$ cat src/hw/cpg_pkg.sv
// shared constants and types for the counter and pulse generation block
package cpg_pkg;

	// ------------------------------------------------------------
	// register byte offsets
	// ------------------------------------------------------------
	localparam logic [7:0] OFS_CTRL   = 8'h00; // mode and polarity control
	localparam logic [7:0] OFS_CMD    = 8'h04; // arm, disarm, clear strobes
	localparam logic [7:0] OFS_DELAY  = 8'h08; // initial delay in source edges
	localparam logic [7:0] OFS_HIGH   = 8'h0C; // high phase width
	localparam logic [7:0] OFS_LOW    = 8'h10; // low phase width
	localparam logic [7:0] OFS_INCR   = 8'h14; // delay increment per trigger
	localparam logic [7:0] OFS_FREQ   = 8'h18; // square wave divider control
	localparam logic [7:0] OFS_STATUS = 8'h1C; // live state
	localparam logic [7:0] OFS_COUNT  = 8'h20; // live counter value
	localparam logic [7:0] OFS_SAVE   = 8'h24; // last latched count

	// ------------------------------------------------------------
	// control register fields
	// ------------------------------------------------------------
	localparam int CTRL_MODE_LSB  = 0;  // three bit mode
	localparam int CTRL_SRC_FALL  = 3;  // source active edge falling
	localparam int CTRL_GATE_FALL = 4;  // gate active edge falling
	localparam int CTRL_AUX_FALL  = 5;  // aux active edge falling
	localparam int CTRL_START_EN  = 6;  // train waits for gate trigger
	localparam int CTRL_PAUSE_EN  = 7;  // gate acts as pause
	localparam int CTRL_TOGGLE    = 8;  // output toggles on terminal count
	localparam int CTRL_OUT_INV   = 9;  // invert internal output
	localparam int CTRL_HWARM_EN  = 10; // arm on hardware arm edge
	localparam int CTRL_W         = 11; // implemented control bits
	localparam logic [10:0] CTRL_RST = 11'h100; // toggle output by default

	// command strobe bits
	localparam int CMD_ARM    = 0;
	localparam int CMD_DISARM = 1;
	localparam int CMD_CLROVF = 2;

	// frequency control fields
	localparam int FREQ_DIV_LSB = 0; // divisor minus one, 4 bits
	localparam int FREQ_TB_SLOW = 4; // select slow timebase
	localparam int FREQ_EN      = 5; // divider running
	localparam int FREQ_W       = 6;
	localparam logic [5:0] FREQ_RST = 6'h00;

	// width resets
	localparam logic [31:0] WIDTH_RST = 32'h0000_0001;
	localparam int          INCR_W    = 8; // increment range 0..255

	// ------------------------------------------------------------
	// modes and states
	// ------------------------------------------------------------
	typedef enum logic [2:0] {
		MODE_EDGE_SEP    = 3'h0, // buffered two signal edge separation
		MODE_SINGLE      = 3'h1, // single pulse from arming
		MODE_SINGLE_TRIG = 3'h2, // single pulse from gate trigger
		MODE_RETRIG      = 3'h3, // retriggerable pulse
		MODE_TRAIN       = 3'h4, // continuous pulse train
		MODE_STEP        = 3'h5  // incrementing delay pulses
	} cpg_mode_t;

	typedef enum logic [6:0] {
		ST_IDLE    = 7'h01, // disarmed
		ST_WAIT    = 7'h02, // armed, waiting for gate edge
		ST_DELAY   = 7'h04, // counting initial delay
		ST_HIGH    = 7'h08, // output high phase
		ST_LOW     = 7'h10, // output low phase
		ST_MEASURE = 7'h20, // counting between gate and aux
		ST_DONE    = 7'h40  // single function finished
	} cpg_state_t;

endpackage

$ cat src/hw/cpg_counter.sv
// counter with edge separation capture, pulse generation and square wave divider
`timescale 1ns/1ns

// Function
// - count source edges gate to aux, save
// - next gate edge starts new interval
// - each saved count offered to DMA
// - single pulse: delay then width edges
// - source active edge rising or falling
// - gate trigger starts delay, then ignored
// - retrigger ignored while running, then rewait
// - train: delay, then high/low phases
// - train starts on arm or gate trigger
// - gate as pause halts train
// - square wave divides by 1 to 16
// - square wave timebase 10 MHz or 100 kHz
// - odd divisor above 1 low (D+1)/2, high (D-1)/2
// - gate edge pulse, delay grows by increment
// - delay increment 0 to 255
// - gate ignored while busy, repeat until disarm
// - terminal count when counter reaches zero
// - output pulses or toggles, selectable polarity
// - counter functions start only after software or hardware arm; square wave runs on its enable alone
module cpg_counter #(
	parameter int CNT_W = 32 // counter width
) (
	input  wire logic             pclk,
	input  wire logic             presetn,
	input  wire logic             clk_en,
	input  wire logic             psel,
	input  wire logic             penable,
	input  wire logic             pwrite,
	input  wire logic [7:0]       paddr,
	input  wire logic [31:0]      pwdata,
	output logic      [31:0]      prdata,
	output logic                  pready,
	output logic                  pslverr,
	input  wire logic             source_in,
	input  wire logic             gate_in,
	input  wire logic             aux_in,
	input  wire logic             hardware_arm_input,
	input  wire logic             tb_10mhz_in,
	input  wire logic             tb_100khz_in,
	output logic                  internal_out,
	output logic                  terminal_count_flag,
	output logic                  square_wave_out,
	output logic                  dma_valid,
	output logic      [CNT_W-1:0] dma_data,
	input  wire logic             dma_ready
);

	// ------------------------------------------------------------
	// helpers
	// ------------------------------------------------------------

	// active edge of a sampled input, falling when fall is set
	function automatic logic edge_hit(input logic cur, input logic prev, input logic fall);
		edge_hit = fall ? (prev & ~cur) : (~prev & cur);
	endfunction

	// width of a phase, zero treated as one edge
	function automatic logic [CNT_W-1:0] min_one(input logic [CNT_W-1:0] v);
		min_one = (v == '0) ? CNT_W'(1) : v;
	endfunction

	// ------------------------------------------------------------
	// registers and state
	// ------------------------------------------------------------
	localparam logic [CNT_W-1:0] WIDTH_INIT = CNT_W'(cpg_pkg::WIDTH_RST); // default width
	logic [cpg_pkg::CTRL_W-1:0] ctrl_r;      // control bits
	logic [CNT_W-1:0]           delay_r;     // programmed delay
	logic [CNT_W-1:0]           high_r;      // programmed high width
	logic [CNT_W-1:0]           low_r;       // programmed low width
	logic [cpg_pkg::INCR_W-1:0] incr_r;      // delay increment
	logic [cpg_pkg::FREQ_W-1:0] freq_r;      // divider control
	logic [CNT_W-1:0]           cnt_r;       // working counter
	logic [CNT_W-1:0]           cur_delay_r; // delay for step mode
	logic [CNT_W-1:0]           save_r;      // latched count
	logic                       ovf_r;       // save overwritten before taken
	logic                       lvl_r;       // phase level of output
	logic                       tc_r;        // terminal count pulse
	logic                       src_q;       // previous source sample
	logic                       gate_q;      // previous gate sample
	logic                       aux_q;       // previous aux sample
	logic                       arm_q;       // previous hardware arm sample
	logic                       tbf_q;       // previous fast timebase sample
	logic                       tbs_q;       // previous slow timebase sample
	logic [3:0]                 fcnt_r;      // divider position
	logic                       sq_r;        // square wave level
	cpg_pkg::cpg_state_t        state_r;     // function state

	// ------------------------------------------------------------
	// decode
	// ------------------------------------------------------------
	cpg_pkg::cpg_mode_t mode;       // selected function
	logic               wr_en;      // register write this cycle
	logic               cmd_wr;     // command strobe write
	logic               sw_arm;     // software arm
	logic               pin_arm;    // hardware arm edge
	logic               disarm;     // software disarm
	logic               src_hit;    // active source edge
	logic               gate_hit;   // active gate edge
	logic               aux_hit;    // active aux edge
	logic               paused;     // pause gate active
	logic               phase_end;  // counter reaches zero
	logic               latch;      // edge separation capture
	logic               single;     // function ends after one pulse

	assign mode     = cpg_cpg_mode(ctrl_r[cpg_pkg::CTRL_MODE_LSB +: 3]);
	assign wr_en    = clk_en & psel & penable & pwrite;
	assign cmd_wr   = wr_en & (paddr == cpg_pkg::OFS_CMD);
	assign sw_arm   = cmd_wr & pwdata[cpg_pkg::CMD_ARM];
	assign disarm   = cmd_wr & pwdata[cpg_pkg::CMD_DISARM];
	assign pin_arm  = ctrl_r[cpg_pkg::CTRL_HWARM_EN] & ~arm_q & hardware_arm_input;
	assign src_hit  = edge_hit(source_in, src_q, ctrl_r[cpg_pkg::CTRL_SRC_FALL]);
	assign gate_hit = edge_hit(gate_in, gate_q, ctrl_r[cpg_pkg::CTRL_GATE_FALL]);
	assign aux_hit  = edge_hit(aux_in, aux_q, ctrl_r[cpg_pkg::CTRL_AUX_FALL]);
	assign paused   = (mode == cpg_pkg::MODE_TRAIN) & ctrl_r[cpg_pkg::CTRL_PAUSE_EN]
	                & ~ctrl_r[cpg_pkg::CTRL_START_EN]
	                & (gate_in ^ ctrl_r[cpg_pkg::CTRL_GATE_FALL]);
	assign phase_end = src_hit & ~paused & (cnt_r == CNT_W'(1))
	                 & ((state_r == cpg_pkg::ST_DELAY) | (state_r == cpg_pkg::ST_HIGH)
	                 | (state_r == cpg_pkg::ST_LOW));
	assign latch    = (state_r == cpg_pkg::ST_MEASURE) & aux_hit;
	assign single   = (mode == cpg_pkg::MODE_SINGLE) | (mode == cpg_pkg::MODE_SINGLE_TRIG);

	// mode field to enum
	function automatic cpg_pkg::cpg_mode_t cpg_cpg_mode(input logic [2:0] v);
		cpg_cpg_mode = cpg_pkg::cpg_mode_t'(v);
	endfunction

	// ------------------------------------------------------------
	// input sampling
	// ------------------------------------------------------------

	// previous samples for edge detection
	always_ff @(posedge pclk or negedge presetn) begin
		if (!presetn) begin
			src_q  <= 1'b0;
			gate_q <= 1'b0;
			aux_q  <= 1'b0;
			arm_q  <= 1'b0;
			tbf_q  <= 1'b0;
			tbs_q  <= 1'b0;
		end else if (clk_en) begin
			src_q  <= source_in;
			gate_q <= gate_in;
			aux_q  <= aux_in;
			arm_q  <= hardware_arm_input;
			tbf_q  <= tb_10mhz_in;
			tbs_q  <= tb_100khz_in;
		end
	end

	// ------------------------------------------------------------
	// register writes
	// ------------------------------------------------------------

	// configuration registers
	always_ff @(posedge pclk or negedge presetn) begin
		if (!presetn) begin
			ctrl_r  <= cpg_pkg::CTRL_RST;
			delay_r <= '0;
			high_r  <= WIDTH_INIT;
			low_r   <= WIDTH_INIT;
			incr_r  <= '0;
			freq_r  <= cpg_pkg::FREQ_RST;
		end else if (wr_en) begin
			case (paddr)
				cpg_pkg::OFS_CTRL:  ctrl_r  <= pwdata[cpg_pkg::CTRL_W-1:0];
				cpg_pkg::OFS_DELAY: delay_r <= pwdata[CNT_W-1:0];
				cpg_pkg::OFS_HIGH:  high_r  <= pwdata[CNT_W-1:0];
				cpg_pkg::OFS_LOW:   low_r   <= pwdata[CNT_W-1:0];
				cpg_pkg::OFS_INCR:  incr_r  <= pwdata[cpg_pkg::INCR_W-1:0];
				cpg_pkg::OFS_FREQ:  freq_r  <= pwdata[cpg_pkg::FREQ_W-1:0];
				default:            ;
			endcase
		end
	end

	// ------------------------------------------------------------
	// function state machine
	// ------------------------------------------------------------

	// state, counter and phase level
	always_ff @(posedge pclk or negedge presetn) begin
		if (!presetn) begin
			state_r     <= cpg_pkg::ST_IDLE;
			cnt_r       <= '0;
			cur_delay_r <= '0;
			lvl_r       <= 1'b0;
		end else if (clk_en) begin
			if (disarm) begin
				// disarm wins over everything
				state_r <= cpg_pkg::ST_IDLE;
				lvl_r   <= 1'b0;
			end else begin
				case (state_r)
					cpg_pkg::ST_IDLE: begin
						if (sw_arm | pin_arm) begin
							lvl_r       <= 1'b0;
							cur_delay_r <= delay_r;
							cnt_r       <= min_one(delay_r);
							if ((mode == cpg_pkg::MODE_SINGLE) | ((mode == cpg_pkg::MODE_TRAIN)
							    & ~ctrl_r[cpg_pkg::CTRL_START_EN]))
								state_r <= cpg_pkg::ST_DELAY;
							else
								state_r <= cpg_pkg::ST_WAIT;
						end
					end
					cpg_pkg::ST_WAIT: begin
						if (gate_hit & (mode == cpg_pkg::MODE_EDGE_SEP)) begin
							cnt_r   <= '0;
							state_r <= cpg_pkg::ST_MEASURE;
						end else if (gate_hit) begin
							cnt_r   <= min_one(cur_delay_r);
							state_r <= cpg_pkg::ST_DELAY;
						end
					end
					cpg_pkg::ST_MEASURE: begin
						// aux after capture waits for gate
						if (latch)
							state_r <= cpg_pkg::ST_WAIT;
						else if (src_hit)
							cnt_r <= cnt_r + CNT_W'(1);
					end
					cpg_pkg::ST_DELAY: begin
						if (phase_end) begin
							cnt_r   <= min_one(high_r);
							lvl_r   <= 1'b1;
							state_r <= cpg_pkg::ST_HIGH;
						end else if (src_hit & ~paused)
							cnt_r <= cnt_r - CNT_W'(1);
					end
					cpg_pkg::ST_HIGH: begin
						if (phase_end) begin
							lvl_r <= 1'b0;
							if (mode == cpg_pkg::MODE_TRAIN) begin
								cnt_r   <= min_one(low_r);
								state_r <= cpg_pkg::ST_LOW;
							end else if (single)
								state_r <= cpg_pkg::ST_DONE;
							else begin
								if (mode == cpg_pkg::MODE_STEP)
									cur_delay_r <= cur_delay_r + CNT_W'(incr_r);
								state_r <= cpg_pkg::ST_WAIT;
							end
						end else if (src_hit & ~paused)
							cnt_r <= cnt_r - CNT_W'(1);
					end
					cpg_pkg::ST_LOW: begin
						if (phase_end) begin
							cnt_r   <= min_one(high_r);
							lvl_r   <= 1'b1;
							state_r <= cpg_pkg::ST_HIGH;
						end else if (src_hit & ~paused)
							cnt_r <= cnt_r - CNT_W'(1);
					end
					cpg_pkg::ST_DONE: ;
					default: state_r <= cpg_pkg::ST_IDLE;
				endcase
			end
		end
	end

	// ------------------------------------------------------------
	// terminal count and internal output
	// ------------------------------------------------------------

	// one cycle terminal count pulse
	always_ff @(posedge pclk or negedge presetn) begin
		if (!presetn)
			tc_r <= 1'b0;
		else if (clk_en)
			tc_r <= phase_end & ~disarm;
	end

	assign terminal_count_flag = tc_r;
	assign internal_out = ctrl_r[cpg_pkg::CTRL_OUT_INV]
	                    ^ (ctrl_r[cpg_pkg::CTRL_TOGGLE] ? lvl_r : tc_r);

	// ------------------------------------------------------------
	// save register and dma handshake
	// ------------------------------------------------------------

	always_ff @(posedge pclk or negedge presetn) begin
		if (!presetn) begin
			save_r    <= '0;
			dma_valid <= 1'b0;
			ovf_r     <= 1'b0;
		end else if (clk_en) begin
			if (latch) begin
				save_r    <= src_hit ? cnt_r + CNT_W'(1) : cnt_r;
				dma_valid <= 1'b1;
			end else if (dma_ready)
				dma_valid <= 1'b0;
			// overrun set wins over clear
			if (latch & dma_valid & ~dma_ready)
				ovf_r <= 1'b1;
			else if (cmd_wr & pwdata[cpg_pkg::CMD_CLROVF])
				ovf_r <= 1'b0;
		end
	end

	assign dma_data = save_r;

	// ------------------------------------------------------------
	// square wave divider
	// ------------------------------------------------------------
	logic       tb_tick;  // selected timebase edge
	logic [4:0] div_d;    // divisor 1..16
	logic [4:0] low_len;  // low part in ticks
	logic [3:0] fcnt_nxt; // next divider position

	assign tb_tick  = freq_r[cpg_pkg::FREQ_TB_SLOW] ? (~tbs_q & tb_100khz_in) : (~tbf_q & tb_10mhz_in);
	assign div_d    = {1'b0, freq_r[cpg_pkg::FREQ_DIV_LSB +: 4]} + 5'h01;
	assign low_len  = (div_d + 5'h01) >> 1;
	assign fcnt_nxt = (5'(fcnt_r) == div_d - 5'h01) ? 4'h0 : fcnt_r + 4'h1;

	// divider count and level
	always_ff @(posedge pclk or negedge presetn) begin
		if (!presetn) begin
			fcnt_r <= 4'h0;
			sq_r   <= 1'b0;
		end else if (clk_en) begin
			if (!freq_r[cpg_pkg::FREQ_EN]) begin
				fcnt_r <= 4'h0;
				sq_r   <= 1'b0;
			end else if (tb_tick) begin
				fcnt_r <= fcnt_nxt;
				if (div_d == 5'h01)
					sq_r <= ~sq_r;
				else
					sq_r <= (5'(fcnt_nxt) >= low_len);
			end
		end
	end

	assign square_wave_out = sq_r;

	// ------------------------------------------------------------
	// apb read side
	// ------------------------------------------------------------

	// read mux, unmapped returns error
	always_comb begin
		prdata  = 32'h0000_0000;
		pslverr = 1'b0;
		case (paddr)
			cpg_pkg::OFS_CTRL:   prdata[cpg_pkg::CTRL_W-1:0] = ctrl_r;
			cpg_pkg::OFS_CMD:    ;
			cpg_pkg::OFS_DELAY:  prdata[CNT_W-1:0] = delay_r;
			cpg_pkg::OFS_HIGH:   prdata[CNT_W-1:0] = high_r;
			cpg_pkg::OFS_LOW:    prdata[CNT_W-1:0] = low_r;
			cpg_pkg::OFS_INCR:   prdata[cpg_pkg::INCR_W-1:0] = incr_r;
			cpg_pkg::OFS_FREQ:   prdata[cpg_pkg::FREQ_W-1:0] = freq_r;
			cpg_pkg::OFS_STATUS: prdata[10:0] = {ovf_r, dma_valid, tc_r, lvl_r, 7'(state_r)};
			cpg_pkg::OFS_COUNT:  prdata[CNT_W-1:0] = cnt_r;
			cpg_pkg::OFS_SAVE:   prdata[CNT_W-1:0] = save_r;
			default:             pslverr = psel & penable;
		endcase
	end

	// stalls the bus while frozen
	assign pready = clk_en;

endmodule

$ cat config.mk
export PLATFORM = sky130hd
export DESIGN_NAME = cpg_counter
export DESIGN_NICKNAME = d
export VERILOG_FILES = /design/src/hw/cpg_pkg.sv /design/src/hw/cpg_counter.sv
export SDC_FILE = /design/constraint.sdc
export NUM_CORES = 1
export LEC_CHECK = 0
export BUFFER_PORTS_ARGS = -buffer_cell sky130_fd_sc_hd__buf_2
export CAP_MARGIN = 20
export CORE_MARGIN = 2
export CORE_UTILIZATION = 45
export CTS_CLUSTER_DIAMETER = 30
export CTS_CLUSTER_SIZE = 16
export DETAILED_ROUTE_END_ITERATION = 12
export GPL_TIMING_DRIVEN = 0
export PLACE_DENSITY = 0.65
export SLEW_MARGIN = 15
export SYNTH_ARGS = -nofsm -noshare
export SYNTH_HDL_FRONTEND = slang
export SYNTH_SLANG_ARGS = --single-unit
$ cat constraint.sdc
create_clock -name pclk -period 2.9 [get_ports pclk]
set_input_delay 0.29 -clock pclk [delete_from_list [all_inputs] [get_ports pclk]]
set_output_delay 0.29 -clock pclk [all_outputs]
set_load 0.005 [all_outputs]
-- Yosys cells after proc, flatten, opt, wreduce, memory -nomap -nowiden
Index checks and enable logic that the tools add are counted.
W data, S select, Z words.
- bits in registers: 239
- latch bits: 0
- bits in writable memories: 0
- bits in read-only memories: 0
- word-level logic and storage cells: 202
- memories kept: 0
- add/subtract/negate cells: 7
- multiply operators: 0
- divide/modulo/power cells: 0
- $lt $le $gt $ge: 1
- equal/unequal tests: 38
- shifts and indexed selects: 0
- mux-type cells: 56
- bitwise operators: 51
- reduce and logical (&&, ||, !) cells: 27
- operator list (operator ; count):
    $mux W32 ; 18
    $pmux W32 S5 ; 1
    $logic_not A32 Y1 ; 4
    $pmux W21 S5 ; 1
    $pmux W32 S2 ; 1
    $mux W7 ; 9
    $pmux W6 S9 ; 1
    $pmux W7 S6 ; 1
    $add A32 B1 Y32 const B ; 1
    $add A32 B8 Y32 ; 1
    $eq A32 B1 Y1 const B ; 1
    $eq A8 B5 Y1 const B ; 4
    $sub A32 B1 Y32 const B ; 1
    $and A1 B1 Y1 ; 30
    $pmux W3 S7 ; 1
    $reduce_and A2 Y1 ; 10
    $mux W1 ; 17
    $eq A8 B4 Y1 const B ; 2
    $eq A8 B6 Y1 const B ; 2
    $pmux W2 S8 ; 1
    $not A1 Y1 ; 14
    $reduce_and A7 Y1 ; 2
    $mux W4 ; 3
    $ne A2 B2 Y1 const B ; 6
    other kinds (36) ; 48

-- Logic depth before layout (Yosys ltp)
- depth after elaboration: 11
- mapped depth: 15
- depth with buffers taken out: 14

-- Worst setup path before layout
Ideal clock, no wire load.
- path type: flip-flop to flip-flop
- start: reg freq_r[0] in the netlist's numbering
- end: reg sq_r, in the netlist square_wave_out
- library setup time: 128 ps
- arrival: 2897 ps
- required time: 2772 ps
- path slack: -125 ps
- cell stages (with the launch flop): 16
- buffers on the path: 1
- path through: dfrtp_1 > inv_1 > ha_1 > clkbuf_1 > nor2b_1 > a221oi_1 > a211oi_1 > a31oi_1 > a21oi_1 > or2_2 > ha_1 > nand2b_1 > a21o_1 > a21o_1 > a21oi_1 > o21ai_0
- longest elaborated chain between the ends: 8
- elaborated cells on any way between the ends: 10
- those cells by class: 3 x add/sub; 1 x order compare; 2 x eq/ne; 4 x mux
- RTL lines (element ; RTL line ; RTL):
    start, declared ; cpg_counter.sv:75 ; logic [cpg_pkg::FREQ_W-1:0] freq_r;
    start signal, assigned ; cpg_counter.sv:167 ; freq_r <= cpg_pkg::FREQ_RST;
    start signal, assigned ; cpg_counter.sv:175 ; cpg_pkg::OFS_FREQ: freq_r <= pwdata[cpg_pkg::FREQ_W-1:0];
    $add A4 B1 Y5 * ; cpg_counter.sv:316 ; assign div_d = {1'b0, freq_r[cpg_pkg::FREQ_DIV_LSB +: 4]} + 5'h01;
    $sub A5 B1 Y5 ; cpg_counter.sv:318 ; assign fcnt_nxt = (5'(fcnt_r) == div_d - 5'h01) ? 4'h0 : fcnt_r + 4'h1;
    $eq A4 B5 Y1 ; cpg_counter.sv:318 ;
    $mux W4 ; cpg_counter.sv:318 ;
    $ge A4 B4 Y1 ; cpg_counter.sv:334 ; sq_r <= (5'(fcnt_nxt) >= low_len);
    $mux W1 * ; cpg_counter.sv:331 ; if (div_d == 5'h01)
    $mux W1 * ; cpg_counter.sv:329 ; end else if (tb_tick) begin
    $mux W1 * ; cpg_counter.sv:326 ; if (!freq_r[cpg_pkg::FREQ_EN]) begin
    end signal, assigned ; cpg_counter.sv:332 ; sq_r <= ~sq_r;
    end signal, assigned ; cpg_counter.sv:334 ;
    end, declared ; cpg_counter.sv:89 ; logic sq_r;
Every way passes the cells marked *; elsewhere a longest branch is shown, timed or not. The select of a mux whose other input is x is not followed.
A chain may end at the register's enable or synchronous reset.

-- Final worst setup path
- start: reg ctrl_r[4] in the netlist's numbering
- end: reg cnt_r[3]
- longest elaborated chain between the ends: 8
- elaborated cells on any way between the ends: 16
- those cells by class: 2 x eq/ne; 6 x mux; 7 x bitwise; 1 x reduce/logical
- RTL lines (element ; RTL line ; RTL):
    start, declared ; cpg_counter.sv:70 ; logic [cpg_pkg::CTRL_W-1:0] ctrl_r;
    start signal, assigned ; cpg_counter.sv:162 ; ctrl_r <= cpg_pkg::CTRL_RST;
    start signal, assigned ; cpg_counter.sv:170 ; cpg_pkg::OFS_CTRL: ctrl_r <= pwdata[cpg_pkg::CTRL_W-1:0];
    $xor A1 B1 Y1 ; cpg_counter.sv:120 ; & (gate_in ^ ctrl_r[cpg_pkg::CTRL_GATE_FALL]);
    $and A1 B1 Y1 ; cpg_counter.sv:120 ;
    $not A1 Y1 ; -- ;
    $and A1 B1 Y1 ; -- ;
    $and A1 B1 Y1 ; cpg_counter.sv:121 ; assign phase_end = src_hit & ~paused & (cnt_r == CNT_W'(1))
    $and A1 B1 Y1 ; cpg_counter.sv:122 ; & ((state_r == cpg_pkg::ST_DELAY) | (state_r == cpg_pkg::ST_HIGH)
    $ne A3 B2 Y1 (no line) (tied with other cells) ; -- ;
    $reduce_and A7 Y1 (no line) / $pmux W32 S5 (equally long branches) ; -- ;
    end signal, assigned ; cpg_counter.sv:203 ; cnt_r <= min_one(delay_r);
    end signal, assigned ; cpg_counter.sv:216 ; cnt_r <= min_one(cur_delay_r);
    end signal, assigned ; cpg_counter.sv:225 ; cnt_r <= cnt_r + CNT_W'(1);
    end, declared ; cpg_counter.sv:76 ; logic [CNT_W-1:0] cnt_r;
Parallel ways exist; a longest one is shown, timed or not.

==> results.ini <==
[sta]
fin_skew_ns=0.0194
finalHoldViolations=0
relSlewSlack=0.164
finalSetupViolCount=7
fin_crit_ns=3.02
tightest_slew_ns=1.24
grt_setup_unrepaired=yes
period_share=1.04
max_freq_ghz=0.331
worst_slack_ns=-0.120
drv_slew=0

[worst_hold_path]
min_to=low_r[18]
hold_path.startpoint=pwdata[18]
hold_path.class=primary input to flop
whs_path_depth=2

[power]
seqPwrFrac=0.281
max-vdd-ir-drop_mv=0.501
power_frac_comb=0.256
pwr-share-clk=0.463
cellLeakagePower_uw=0.00850
intPower_uw=10300
power.total_uw=15800
power.density_nw_per_um2=816
switching_power_uw=5550
sw_frac_of_total=0.351

[critical_path]
start_kind=flop
cp_num_buf_inv=0
worstPathRequired_ns=3.39
path_delay_family=simple AND/OR/NAND/NOR gates
criticalPathCategory=flop to flop
cp_max_fo=6
worst-r2r-setup-slack_ns=-0.12
reg2reg_depth=6
timing.rr.start=ctrl_r[4]
crit_arrival_ns=3.51
crit_slowest_cell=nor4_1
worstPathCellList=xnor2_1 > o32ai_2 > nor4_1 > nand2_1 > o221ai_2 > a22o_1
worstReg2RegEnd=cnt_r[3]
cpPeakStageDelay_ns=0.98
end_kind=flop

[cells_and_area]
final_net_count=1914
antenna_cells=0
mostFrequentLayoutCell=dfrtp_1
layout.cells.non_filler=2337
drive_gt1_frac=0.299
final_cell_mix=230 x dfrtp_1, 163 x nand2_1, 144 x buf_2, 135 x o21ai_0, 127 x mux2_2
areaGrowthSynthToFinish_pct=28.6

[floorplanning]
die_w_um=187
std_cell_rows=67
pin_count=123
dieArea_um2=35000
coreArea_um2=33300
start_util=0.453
die_y_um=187

[route]
routed-via-count=15600
route.met3.wl_um=6880
dr.pass1.iters=6
dr_wl_met2_um=29700
final_antenna_net_count=0
met1_length_um=27900
via_per_inst=6.67
drc=0
drt-wirelength-per-cell_um=28.9
wirelength_um=67400
drt_iter0_drc=1918
top_layer=met5

[clocking]
clkTransAtPathRegs_ns=0.05
clock-root-buffer=clkbuf_16
clock-sinks=239
tritoncts=yes
cts_max_level=3
numCtsBuffers=66
clock_path_buffers=3
clk_latency_ns=0.57

[yosys]
syn_area_um2=15100
synth_warnings=0
synth.area.top_cells=dfrtp_1 39%, mux2_2 9.5%, o21ai_0 4.7%
synth.net_count=1690
synth-edff-count=0
yosys.cell_types.count=92
syn_inst=1616
synth_top_area_cell=dfrtp_1
synth_top_area_share=0.390
ys_ff_latch=239
ys_seq_area_frac=0.397
async_reset_ff_frac=1.00
synth_flop_cell=dfrtp_1
avgSynthCellArea_um2=9.32

[outcome]
outcome=finished, violations left
violations=negative setup slack

[global_routing]
grt_pass1_vias=14900
antenna_found_initial=3
grt_pass1_wl_um=99100
overflow=0
track_usage=0.379
grt_max_degree=93

[flow_run]
maxCapViolCount=0

[placed_design]
place_hpwl_um=49800
gp_congestion=0.995
io_buffers=121
place_ws_ns=-0.482
placed_cells=2187

## through the flow
step | util | setup TNS [ns] | hold slack [ns] | cell area (µm²)
floorplan | - | 0 | -0.00559 | 15100
global placement | 0.488 | -695.93 | 0.481 | 16200
detailed placement | 0.490 | -28.48 | 0.284 | 16300
CTS | 0.573 | 0 | 0.0000461 | 19100
global route | 0.582 | -0.864 | 0.0177 | 19400
finish | 0.582 | -0.270 | 0.0197 | 19400
## final cells by class
class | instances | area (µm²)
fillers | 2947 | 13900
inverters | 23 | 91.3
plain buffers | 120 | 683
repair buffers | 159 | 1010
well taps | 448 | 561
clock inverters | 24 | 335
flip-flops and latches | 239 | 5990
multi-input cells | 1231 | 8770
clock buffers | 93 | 1920
## flip-flops by register name, indices dropped and copies added (netlist names), 4 cells and up
register	cells
delay_r	32
freq_r	6
ctrl_r	11
fcnt_r	4
incr_r	8
state_r	7
high_r	32
cur_delay_r	32
cnt_r	32
dma_data	32
low_r	32
## worst max path at each step
stage / startpoint / to / slack (ns) / cells after the start
2_1_floorplan: freq_r[0] / square_wave_out / 0.04 / 14
3_3_place_gp: presetn / freq_r[0] / -3.28 / 1
3_5_place_dp: cnt_r[3] / cnt_r[13] / -0.48 / 8
4_1_cts: state_r[5] / cnt_r[3] / 0.003 / 10
5_1_grt: freq_r[1] / square_wave_out / -0.14 / 15
6_report: ctrl_r[4] / cnt_r[3] / -0.12 / 6
## cells by family after synthesis
logic type	share of synthesized area
mux	0.112
simple gates	0.178
buf+inv	0.0462
flops	0.397
compound gates	0.219
fa+ha+maj	0.0179
xor+xnor	0.0291
## Yosys cell counts (all sizes together), types with 12 or more instances
library cell  number
o21ai            153
nand3             40
and3              18
buf               51
a221oi            18
nand2            164
a31oi             19
dfrtp            235
mux2i             25
xnor2             28
a221o             26
a22oi             56
nand4             29
inv               23
a222oi            14
mux2             127
nor2              97
a22o              24
nor4              53
nor3              40
clkbuf            72
a211oi            12
xor2              22
a21oi             79
o22ai             14
and2              14
ha                20
## power by group through the flow
stage	Sequential (µW)	Clock (µW)	Combinational [µW]
3_5_place_dp	4350	0	3700
4_1_cts	4340	7350	3850
5_1_grt	4440	7570	4290
6_report	4430	7320	4050
2_1_floorplan	4080	0	2530
3_3_place_gp	4340	0	3670
## routing by layer
metal,global-route usage,up-vias
li1,-,6601
met1,0.523,7783
met2,0.576,1019
met3,0.0837,194
met4,0.163,2
met5,0,-
## timing repair
action | 4_1_cts | 5_1_grt
setup endpoints to repair | 102 | 104
hold buffers | 14 | 0
pin swaps | 12 | 14
endpoints found under the hold margin | 93 | 0
resized for setup | 72 | 70
buffers inserted | 12 | 10
(Power assumes the default switching activity.)
